`src/include/uart_flow_pkg.sv`:
```
// constants and types for the in-band transmit flow-control block
package uart_flow_pkg;
  // ----
  // register byte offsets
  // ----
  localparam logic [7:0] ADDR_OPT2 = 8'h00; // channel_option_reg_2
  localparam logic [7:0] ADDR_OPT3 = 8'h04; // channel_option_reg_3
  localparam logic [7:0] ADDR_SC1 = 8'h08; // special_char_reg_1
  localparam logic [7:0] ADDR_SC2 = 8'h0c; // special_char_reg_2
  localparam logic [7:0] ADDR_SC3 = 8'h10; // special_char_reg_3
  localparam logic [7:0] ADDR_SC4 = 8'h14; // special_char_reg_4
  localparam logic [7:0] ADDR_CMD = 8'h18; // transmitter command
  localparam logic [7:0] ADDR_STAT = 8'h1c; // channel_control_status
  // ----
  // field positions
  // ----
  localparam int OPT2_IMPLIED = 5; // implied_resume_mode
  localparam int OPT2_IBE = 6; // tx_inband_flow_enable
  localparam int OPT3_SPECIAL_CHAR_DETECT_ENABLE = 4; // special_char_detect_enable
  localparam int OPT3_FCT = 5; // flow_char_transparency
  localparam int OPT3_OFF2 = 6; // stop_two_char_select
  localparam int OPT3_ON2 = 7; // resume_two_char_select
  localparam int CMD_TXEN = 0; // transmit enable command
  localparam int CMD_TXDIS = 1; // transmit disable command
  localparam int STAT_TXEN = 0; // transmitter enabled
  localparam int STAT_OFF = 1; // tx_flow_off_flag
  localparam int STAT_ON = 2; // tx_flow_on_flag
  // ----
  // reset values and bus answers
  // ----
  localparam logic [7:0] OPT_RST = 8'h00;
  localparam logic [7:0] SC_RST = 8'h00;
  localparam logic [1:0] RESP_OKAY = 2'h0;
  localparam logic [1:0] RESP_SLVERR = 2'h2;
  // special status codes
  localparam logic [2:0] SPEC_NONE = 3'h0;
  localparam logic [2:0] SPEC_1 = 3'h1;
  localparam logic [2:0] SPEC_2 = 3'h2;
  localparam logic [2:0] SPEC_3 = 3'h3;
  localparam logic [2:0] SPEC_4 = 3'h4;
  // ----
  // timing: longest stop recognition time
  // ----
  localparam int CLK_MHZ = 125;
  localparam int STOP_LIMIT_US = 500;
  localparam int STOP_LIMIT_CYC = STOP_LIMIT_US * CLK_MHZ;
  // ----
  // types
  // ----
  typedef enum logic [2:0] {
    ST_IDLE = 3'b001, // no sequence open
    ST_ON1 = 3'b010, // first resume char seen
    ST_OFF1 = 3'b100 // first stop char seen
  } seq_t;
  typedef struct packed {
    logic [7:0] data; // received character
    logic err; // parity/framing/overrun error
  } rx_char_t;
  typedef struct packed {
    logic rxError; // character had an error
    logic [2:0] special; // matched special char 1..4
    logic seqFirst; // first char of pair matched
  } rx_status_t;
endpackage : uart_flow_pkg

```
`src/core/uart_tx_inband_flow_control.sv`:
```
// in-band transmit flow control with AXI4-Lite register access
// Overview of operation
// - stop character sets flow-off, halting transmitter
// - characters already loaded still finish shifting
// - detect enable compares error-free chars to four
// - flow action needs in-band enable plus detect
// - single mode: char1 resumes, char2 stops
// - pair selects: resume 1+3, stop 2+4
// - per-channel flow character definitions
// - opaque mode: act, forward char, raise exception
// - transparent mode: act, drop char silently
// - forwarded flow chars marked special 1/2
// - pair reported as second char, first-match status
// - errored second char: first becomes plain data
// - implied resume: any char resumes, unmarked, kept; errored chars here do not resume
// - otherwise only valid resume char resumes
// - transmit enable command clears flow-off
// - equal definitions toggle flow state
// - toggle: forward with special 1, or drop
// - stop sets off; resume clears off, sets on; implied resume here only clears off
// - flow-on clears when transmitter resumes sending
// - enable, disable or reset clears both flags
// - flag pair encodes stopped/resumed/running
// - gate sits between FIFO and holding register
//
// Implementation choices: the AXI4-Lite register port and the address map.
`timescale 1ns/1ps
`default_nettype none
module uart_tx_inband_flow_control
  import uart_flow_pkg::*;
(
  // clock and channel reset
  input wire logic clock,
  input wire logic nrst,
  // axi4-lite write channels
  input wire logic [7:0] s_axi_awaddr,
  input wire logic s_axi_awvalid,
  output logic s_axi_awready,
  input wire logic [31:0] s_axi_wdata,
  input wire logic [3:0] s_axi_wstrb,
  input wire logic s_axi_wvalid,
  output logic s_axi_wready,
  output logic [1:0] s_axi_bresp,
  output logic s_axi_bvalid,
  input wire logic s_axi_bready,
  // axi4-lite read channels
  input wire logic [7:0] s_axi_araddr,
  input wire logic s_axi_arvalid,
  output logic s_axi_arready,
  output logic [31:0] s_axi_rdata,
  output logic [1:0] s_axi_rresp,
  output logic s_axi_rvalid,
  input wire logic s_axi_rready,
  // characters from the receiver
  input wire logic rxValid,
  input wire rx_char_t rxIn,
  output logic rxReady,
  // receive data and status fifo write
  output logic rfValid,
  output logic [7:0] rfData,
  output var rx_status_t rfStatus,
  output logic rxException,
  // transmit fifo to holding register
  input wire logic txFifoValid,
  input wire logic [7:0] txFifoData,
  output logic txFifoReady,
  output logic holdValid,
  output logic [7:0] holdData,
  input wire logic holdTaken
);
  // ----
  // state
  // ----
  logic [7:0] opt2, opt3, sc1, sc2, sc3, sc4; // option and char regs
  logic [7:0] next_opt2, next_opt3, next_sc1, next_sc2, next_sc3, next_sc4;
  logic awHeld, wHeld; // address / data accepted
  logic [7:0] awAddr; // held write address
  logic [31:0] wData; // held write data
  logic wLane0; // low byte lane strobe
  logic next_awHeld, next_wHeld, next_wLane0, next_bvalid, next_rvalid;
  logic [7:0] next_awAddr, next_rfData, next_holdData;
  logic [31:0] next_wData, next_rdata;
  logic [1:0] next_bresp, next_rresp;
  logic doWrite; // both halves present
  logic cmdEn, cmdDis; // command pulses
  seq_t state, next_state; // two-char sequence tracker
  logic replay, next_replay; // re-run a held char
  rx_char_t buffered, next_buffered; // char to re-run
  logic [7:0] held, next_held; // first char of a pair
  logic next_rfValid, next_rxException, next_holdValid;
  rx_status_t next_rfStatus;
  logic txEn, flowOff, flowOn; // channel_control_status
  logic next_txEn, next_flowOff, next_flowOn;
  logic evOn, evOff, evImp; // flow events this cycle
  logic txMove; // fifo to holding transfer
  // derived controls
  logic flowActive, flow_char_transparency, on2, off2, implied, toggleMode;
  rx_char_t cur; // character being judged
  logic curValid;
  // register index is unmapped when not listed
  function automatic logic mapped(input logic [7:0] a);
    mapped = (a[1:0] == 2'h0) && (a <= ADDR_STAT);
  endfunction : mapped
  // ----
  // axi4-lite slave
  // ----
  // ready only while the slot is free and no response pending
  assign s_axi_awready = !awHeld && !s_axi_bvalid;
  assign s_axi_wready = !wHeld && !s_axi_bvalid;
  assign s_axi_arready = !s_axi_rvalid;
  assign doWrite = awHeld && wHeld;
  assign cmdEn = doWrite && wLane0 && awAddr == ADDR_CMD
                 && wData[CMD_TXEN];
  assign cmdDis = doWrite && wLane0 && awAddr == ADDR_CMD
                  && wData[CMD_TXDIS];
  // bus handshake and register next values
  always_comb begin
    next_awHeld = awHeld;
    next_awAddr = awAddr;
    next_wHeld = wHeld;
    next_wData = wData;
    next_wLane0 = wLane0;
    next_bvalid = s_axi_bvalid;
    next_bresp = s_axi_bresp;
    next_rvalid = s_axi_rvalid;
    next_rresp = s_axi_rresp;
    next_rdata = s_axi_rdata;
    next_opt2 = opt2;
    next_opt3 = opt3;
    next_sc1 = sc1;
    next_sc2 = sc2;
    next_sc3 = sc3;
    next_sc4 = sc4;
    if (s_axi_awvalid && s_axi_awready) begin // address in any order
      next_awHeld = 1'b1;
      next_awAddr = s_axi_awaddr;
    end
    if (s_axi_wvalid && s_axi_wready) begin // data in any order
      next_wHeld = 1'b1;
      next_wData = s_axi_wdata;
      next_wLane0 = s_axi_wstrb[0];
    end
    if (doWrite) begin // commit and respond
      next_awHeld = 1'b0;
      next_wHeld = 1'b0;
      next_bvalid = 1'b1;
      next_bresp = mapped(awAddr) ? RESP_OKAY : RESP_SLVERR;
      if (wLane0) begin // registers live in lane 0
        case (awAddr)
          ADDR_OPT2: next_opt2 = wData[7:0];
          ADDR_OPT3: next_opt3 = wData[7:0];
          ADDR_SC1: next_sc1 = wData[7:0];
          ADDR_SC2: next_sc2 = wData[7:0];
          ADDR_SC3: next_sc3 = wData[7:0];
          ADDR_SC4: next_sc4 = wData[7:0];
          default: ; // command, status, unmapped
        endcase
      end
    end else if (s_axi_bvalid && s_axi_bready) begin
      next_bvalid = 1'b0;
    end
    if (s_axi_arvalid && s_axi_arready) begin // read answer
      next_rvalid = 1'b1;
      next_rresp = mapped(s_axi_araddr) ? RESP_OKAY : RESP_SLVERR;
      case (s_axi_araddr)
        ADDR_OPT2: next_rdata = {24'h0, opt2};
        ADDR_OPT3: next_rdata = {24'h0, opt3};
        ADDR_SC1: next_rdata = {24'h0, sc1};
        ADDR_SC2: next_rdata = {24'h0, sc2};
        ADDR_SC3: next_rdata = {24'h0, sc3};
        ADDR_SC4: next_rdata = {24'h0, sc4};
        ADDR_STAT: next_rdata = {29'h0, flowOn, flowOff, txEn};
        default: next_rdata = 32'h0; // command reads zero
      endcase
    end else if (s_axi_rvalid && s_axi_rready) begin
      next_rvalid = 1'b0;
    end
  end
  // bus and register flops
  always_ff @(posedge clock) begin
    if (!nrst) begin
      awHeld <= 1'b0;
      awAddr <= 8'h00;
      wHeld <= 1'b0;
      wData <= 32'h0;
      wLane0 <= 1'b0;
      s_axi_bvalid <= 1'b0;
      s_axi_bresp <= RESP_OKAY;
      s_axi_rvalid <= 1'b0;
      s_axi_rresp <= RESP_OKAY;
      s_axi_rdata <= 32'h0;
      opt2 <= OPT_RST;
      opt3 <= OPT_RST;
      sc1 <= SC_RST;
      sc2 <= SC_RST;
      sc3 <= SC_RST;
      sc4 <= SC_RST;
    end else begin
      awHeld <= next_awHeld;
      awAddr <= next_awAddr;
      wHeld <= next_wHeld;
      wData <= next_wData;
      wLane0 <= next_wLane0;
      s_axi_bvalid <= next_bvalid;
      s_axi_bresp <= next_bresp;
      s_axi_rvalid <= next_rvalid;
      s_axi_rresp <= next_rresp;
      s_axi_rdata <= next_rdata;
      opt2 <= next_opt2;
      opt3 <= next_opt3;
      sc1 <= next_sc1;
      sc2 <= next_sc2;
      sc3 <= next_sc3;
      sc4 <= next_sc4;
    end
  end
  // ----
  // receive character classification
  // ----
  assign flowActive = opt3[OPT3_SPECIAL_CHAR_DETECT_ENABLE] && opt2[OPT2_IBE];
  assign flow_char_transparency = opt3[OPT3_FCT];
  assign on2 = opt3[OPT3_ON2];
  assign off2 = opt3[OPT3_OFF2];
  assign implied = opt2[OPT2_IMPLIED];
  // equal definitions switch on toggle mode by themselves
  assign toggleMode = (sc1 == sc2) && (on2 == off2)
                      && (!on2 || sc3 == sc4);
  // a replayed char blocks new input for one cycle
  assign rxReady = !replay;
  assign cur = replay ? buffered : rxIn;
  assign curValid = replay || rxValid;

  // sequence tracking, fifo write and flow events
  always_comb begin
    next_state = state;
    next_replay = 1'b0;
    next_buffered = buffered;
    next_held = held;
    next_rfValid = 1'b0;
    next_rfData = cur.data;
    next_rfStatus = '0;
    evOn = 1'b0;
    evOff = 1'b0;
    evImp = 1'b0;
    if (curValid && state != ST_IDLE) begin
      next_state = ST_IDLE;
      if (!cur.err && ((state == ST_ON1 && cur.data == sc3)
          || (state == ST_OFF1 && cur.data == sc4))) begin
        // full pair: report second char only
        evOn = toggleMode ? flowOff : (state == ST_ON1);
        evOff = toggleMode ? !flowOff : (state == ST_OFF1);
        next_rfValid = !flow_char_transparency;
        next_rfStatus.special = (toggleMode || state == ST_ON1)
                                ? SPEC_1 : SPEC_2;
        next_rfStatus.seqFirst = 1'b1;
      end else begin
        // broken pair: first char as data, rerun second
        next_rfValid = 1'b1;
        next_rfData = held;
        next_replay = 1'b1;
        next_buffered = cur;
      end
    end else if (curValid) begin
      if (cur.err) begin // errors never match
        next_rfValid = 1'b1;
        next_rfStatus.rxError = 1'b1;
      end else if (flowActive && on2 && cur.data == sc1) begin
        next_state = ST_ON1;
        next_held = cur.data;
      end else if (flowActive && off2 && cur.data == sc2) begin
        next_state = ST_OFF1;
        next_held = cur.data;
      end else if (flowActive && cur.data == sc1) begin
        evOn = toggleMode ? flowOff : 1'b1;
        evOff = toggleMode && !flowOff;
        next_rfValid = !flow_char_transparency;
        next_rfStatus.special = SPEC_1;
      end else if (flowActive && cur.data == sc2) begin
        evOff = 1'b1;
        next_rfValid = !flow_char_transparency;
        next_rfStatus.special = SPEC_2;
      end else begin
        // ordinary or plain special-detect character
        next_rfValid = 1'b1;
        if (opt3[OPT3_SPECIAL_CHAR_DETECT_ENABLE]) begin
          if (cur.data == sc1) begin
            next_rfStatus.special = SPEC_1;
          end else if (cur.data == sc2) begin
            next_rfStatus.special = SPEC_2;
          end else if (cur.data == sc3) begin
            next_rfStatus.special = SPEC_3;
          end else if (cur.data == sc4) begin
            next_rfStatus.special = SPEC_4;
          end
        end
        // any char resumes, kept and unmarked
        evImp = flowActive && implied && flowOff;
      end
    end
    // exceptions only for entries carrying status
    next_rxException = next_rfValid && (next_rfStatus != '0);
  end
  // receive side flops
  always_ff @(posedge clock) begin
    if (!nrst) begin
      state <= ST_IDLE;
      replay <= 1'b0;
      buffered <= '0;
      held <= 8'h00;
      rfValid <= 1'b0;
      rfData <= 8'h00;
      rfStatus <= '0;
      rxException <= 1'b0;
    end else begin
      state <= next_state;
      replay <= next_replay;
      buffered <= next_buffered;
      held <= next_held;
      rfValid <= next_rfValid;
      rfData <= next_rfData;
      rfStatus <= next_rfStatus;
      rxException <= next_rxException;
    end
  end
  // ----
  // transmit flow flags
  // ----
  // commands win over received events; a set beats the clear
  // that a resumed transfer makes in the same cycle
  always_comb begin
    next_txEn = txEn;
    next_flowOff = flowOff;
    next_flowOn = flowOn;
    if (txMove) begin
      next_flowOn = 1'b0;
    end
    if (evOff) begin
      next_flowOff = 1'b1;
      next_flowOn = 1'b0;
    end
    if (evOn) begin
      next_flowOff = 1'b0;
      next_flowOn = 1'b1;
    end
    if (evImp) begin
      next_flowOff = 1'b0;
    end
    if (cmdEn || cmdDis) begin
      next_txEn = cmdEn; // enable wins if both bits set
      next_flowOff = 1'b0;
      next_flowOn = 1'b0;
    end
  end
  // flag flops; channel reset clears both flags
  always_ff @(posedge clock) begin
    if (!nrst) begin
      txEn <= 1'b0;
      flowOff <= 1'b0;
      flowOn <= 1'b0;
    end else begin
      txEn <= next_txEn;
      flowOff <= next_flowOff;
      flowOn <= next_flowOn;
    end
  end
  // ----
  // fifo to holding register gate
  // ----
  // only the fifo side is gated; the holding register always
  // drains into the shifter, so loaded chars still go out
  assign txFifoReady = txEn && !flowOff
                       && (!holdValid || holdTaken);
  assign txMove = txFifoValid && txFifoReady;
  // holding register next value
  always_comb begin
    next_holdValid = holdValid;
    next_holdData = holdData;
    if (txMove) begin
      next_holdValid = 1'b1;
      next_holdData = txFifoData;
    end else if (holdTaken) begin
      next_holdValid = 1'b0;
    end
  end

  // holding register flops
  always_ff @(posedge clock) begin
    if (!nrst) begin
      holdValid <= 1'b0;
      holdData <= 8'h00;
    end else begin
      holdValid <= next_holdValid;
      holdData <= next_holdData;
    end
  end
endmodule : uart_tx_inband_flow_control
`default_nettype wire

```
`config.mk`:
```
export PLATFORM = sky130hd
export DESIGN_NAME = uart_tx_inband_flow_control
export DESIGN_NICKNAME = d
export VERILOG_FILES = /design/src/include/uart_flow_pkg.sv /design/src/core/uart_tx_inband_flow_control.sv
export SDC_FILE = /design/constraint.sdc
export NUM_CORES = 1
export LEC_CHECK = 0
export BUFFER_PORTS_ARGS = -buffer_cell sky130_fd_sc_hd__buf_2
export CORE_ASPECT_RATIO = 1.25
export CORE_MARGIN = 2
export CORE_UTILIZATION = 40
export CTS_CLUSTER_DIAMETER = 150
export CTS_CLUSTER_SIZE = 30
export DETAILED_ROUTE_END_ITERATION = 10
export SETUP_SLACK_MARGIN = 0.05
export SLEW_MARGIN = 30
export SYNTH_ARGS = -nofsm -noshare
export SYNTH_HDL_FRONTEND = slang
export SYNTH_SLANG_ARGS = --single-unit
```
`constraint.sdc`:
```
create_clock -name clock -period 6.45 [get_ports clock]
set_clock_uncertainty 0.05 [all_clocks]
set_input_delay 1.29 -clock clock [delete_from_list [all_inputs] [get_ports clock]]
set_output_delay 1.29 -clock clock [all_outputs]
set_load 0.05 [all_outputs]
```
==> flow_summary_export.csv <==
group,metric,value,unit
status,status,"completed",
cts,cts_sinks,127,
global_route,grt_max_degree,72,
sta,fin_tns_setup,0,ns
min_path,worstHoldPathCells,2,
cts,cts_setup_buffers,0,
synthesis,ys.flop_type,"dfxtp_1",
global_route,grt_pass1_vias,4802,
synthesis,yosys-top-cells-area,"dfxtp_1, mux2i_1, nor2_1",
sta,fmax,0.242,GHz
synthesis,synth_area_per_cell,8.78,µm²
sta,worst-slew-pin-transition,0.925,ns
routing,drt-vias-per-instance,5.17,
global_route,antenna_found_initial,0,
global_route,gr-total-overflow,0,
run,maxCapViolations,0,
setup_path,rrSetupSlack,2.32,ns
power_and_ir_drop,leakage,0.00323,µW
die,dieWidth,116,µm
cells_and_area,fin_nets,871,
power_and_ir_drop,pwr-share-seq,39.8,%
cells_and_area,antenna_cells,0,
power_and_ir_drop,pwr-share-comb,8.0,%
synthesis,ys_ff_latch,127,
setup_path,arrival,4.35,ns
synthesis,synth_top_area_share,40.6,%
synthesis,yosys_warnings,0,
cells_and_area,fin_cells,1017,
power_and_ir_drop,power.switching,511,µW
sta,hold_viol,0,
power_and_ir_drop,internal-power,1530,µW
setup_path,critPathLaunchType,"register",
synthesis,synthCells,713,
cts,cts.htree.levels,4,
cts,clkLatencyLatePin,0.42,ns
cts,cts-buffers-inserted,17,
setup_path,cp-end-kind,"register",
placed_design,hpwl,11.8,mm
routing,via_count,5256,
placed_design,port-buffer-count,92,
synthesis,ys_seq_area_share,40.6,%
routing,ant_nets,0,
setup_path,cp.required,6.67,ns
die,die_h,144,µm
synthesis,yosys.cell_types.count,61,
placed_design,dpl-instance-area,6740,µm²
placed_design,gp_congestion,0.942,
cells_and_area,final_common_cell,"dfxtp_1",
sta,rsz0062_at_grt,"false",
die,die_area,16700,µm²
sta,setup_violations,0,
routing,drtIter0Drc,313,
global_route,grt_pass1_wl,25.9,mm
sta,maxSlewViolCount,0,
placed_design,place_ws,1.98,ns
die,core_area,15400,µm²
power_and_ir_drop,clkPwrFrac,52.1,%
synthesis,synth_edf_count,0,
die,initial_core_util,40.5,%
power_and_ir_drop,p_per_area,276,nW/µm²
cts,holdBufCountCts,0,
cells_and_area,syn_to_final_growth,18.3,%
die,io_pins,146,
sta,whs,0.404,ns
synthesis,yosysTopAreaCell,"dfxtp_1",
global_route,grt_usage,20.6,%
routing,first_pass_iters,4,
setup_path,r2r_cells,7,
setup_path,critical_path_class,"reg2reg",
cts,clk_pin_slew,0.06,ns
power_and_ir_drop,switching_share,25.0,%
power_and_ir_drop,vdd_drop_max,167,µV
routing,drc_errors,0,
die,row_count,51,
sta,max_slew_margin,38.2,%
sta,period_needed,4.13,ns
synthesis,synth_area,6260,µm²
min_path,min_path_type,"reg2reg",
routing,drt-total-wl,16.7,mm
cts,cts_tree,"yes",
sta,fin_ws,2.32,ns
cts,cts-root-buf,"clkbuf_16",
setup_path,critPathMaxFanout,24,
cells_and_area,filler_cell_count,1562,
cts,max-clock-path-buffers,2,
cts,cts_resized,0,
routing,wire_per_inst,16.5,µm
sta,period_share,64.1,%
cells_and_area,final_area,7400,µm²
cells_and_area,final_cell_mix,"dfxtp_1, nor2_1, buf_2",
synthesis,synthArstFlopShare,0,%
placed_design,placed_cells,985,
cells_and_area,layout-drive-gt1-share,19.9,%
==> critical path, stage by stage, from the launching register on <==
cell and delay (ns):
dfxtp_1 0.93, mux2i_2 0.64, xor2_1 0.21, nand4_1 0.25, or3_4 0.48, a211oi_4 0.76, nand2b_1 0.51, a211oi_2 0.14
==> power by group through the flow <==
| stage | registers (µW) | logic [µW] | clock network, µW |
|---|---|---|---|
| floorplan | 841 | 118 | 0 |
| global placement | 830 | 163 | 0 |
| detailed placement | 830 | 164 | 0 |
| CTS | 813 | 164 | 1080 |
| global route | 814 | 177 | 1120 |
| finish | 813 | 164 | 1060 |
==> registers in the layout (all words and copies together) (netlist names), 3 cells and up <==
register	cells
buffered	9
rfData	8
state	3
holdData	8
opt3	8
awAddr	8
rfStatus	5
s_axi_rdata	8
wData	8
sc3	8
sc4	8
sc1	8
opt2	8
sc2	8
held	8
==> logic make-up (layout without fill, tap and decap cells) <==
family	after synthesis	after routing	share of synthesized area (%)
AOI/OAI and AO/OA	139	139	14.8
DFF	127	127	40.6
muxes	64	64	11.8
other	1	26	0.0599
buffers and inverters	68	135	6.24
xor gates and xnor gates	48	48	6.72
and+or+nand+nor	266	266	19.7
==> through the flow <==
stage          utilization (%)  total power (µW)
2_1_floorplan                -               959
3_3_place_gp              43.6               993
3_5_place_dp              43.6               993
4_1_cts                   47.9              2060
5_1_grt                   47.9              2110
6_report                  47.9              2040
==> final timing paths <==
check	end	from
max	rfData[1]	replay
min	s_axi_rdata[7]	s_axi_rdata[7]
max reg2reg	rfData[1]	replay
min reg2reg	s_axi_rdata[7]	s_axi_rdata[7]
==> per-layer routing <==
| layer | global-route usage [%] | vias to the layer above | share of wire (%) |
|---|---|---|---|
| li1 | - | 2611 | - |
| met1 | 25.8 | 2467 | 44 |
| met2 | 34.0 | 147 | 48 |
| met3 | 4.64 | 31 | 4.8 |
| met4 | 8.46 | 0 | 2.5 |
| met5 | 0 | - | 0 |
==> synth_stat cells (4+ instances only) <==
| cell type | instances |
|---|---|
| a211oi_1 | 15 |
| a211oi_2 | 8 |
| a21oi_1 | 55 |
| a221o_1 | 5 |
| a22oi_1 | 9 |
| and2_1 | 6 |
| and3_1 | 5 |
| buf_4 | 28 |
| buf_6 | 4 |
| clkbuf_1 | 25 |
| dfxtp_1 | 127 |
| inv_1 | 8 |
| mux2_2 | 4 |
| mux2i_1 | 49 |
| mux2i_2 | 5 |
| nand2_1 | 76 |
| nand2b_1 | 6 |
| nand3_1 | 12 |
| nand4_1 | 7 |
| nor2_1 | 98 |
| nor2b_1 | 6 |
| nor3_1 | 18 |
| nor3b_1 | 4 |
| nor4_1 | 5 |
| o21ai_0 | 23 |
| or3_1 | 9 |
| xnor2_1 | 8 |
| xor2_1 | 40 |
==> layout make-up <==
| cell class | count | area [µm²] | share of cell area (%) |
|---|---|---|---|
| Clock buffer | 17 | 425 | 5.75 |
| Timing Repair Buffer | 94 | 475 | 6.42 |
| Tap cell | 212 | 265 | 3.58 |
| Sequential cell | 127 | 2540 | 34.3 |
| Clock inverter | 15 | 231 | 3.13 |
| Inverter | 9 | 38.8 | 0.524 |
| Multi-Input combinational cell | 543 | 3420 | 46.2 |
Power figures use the tool's default switching activity.
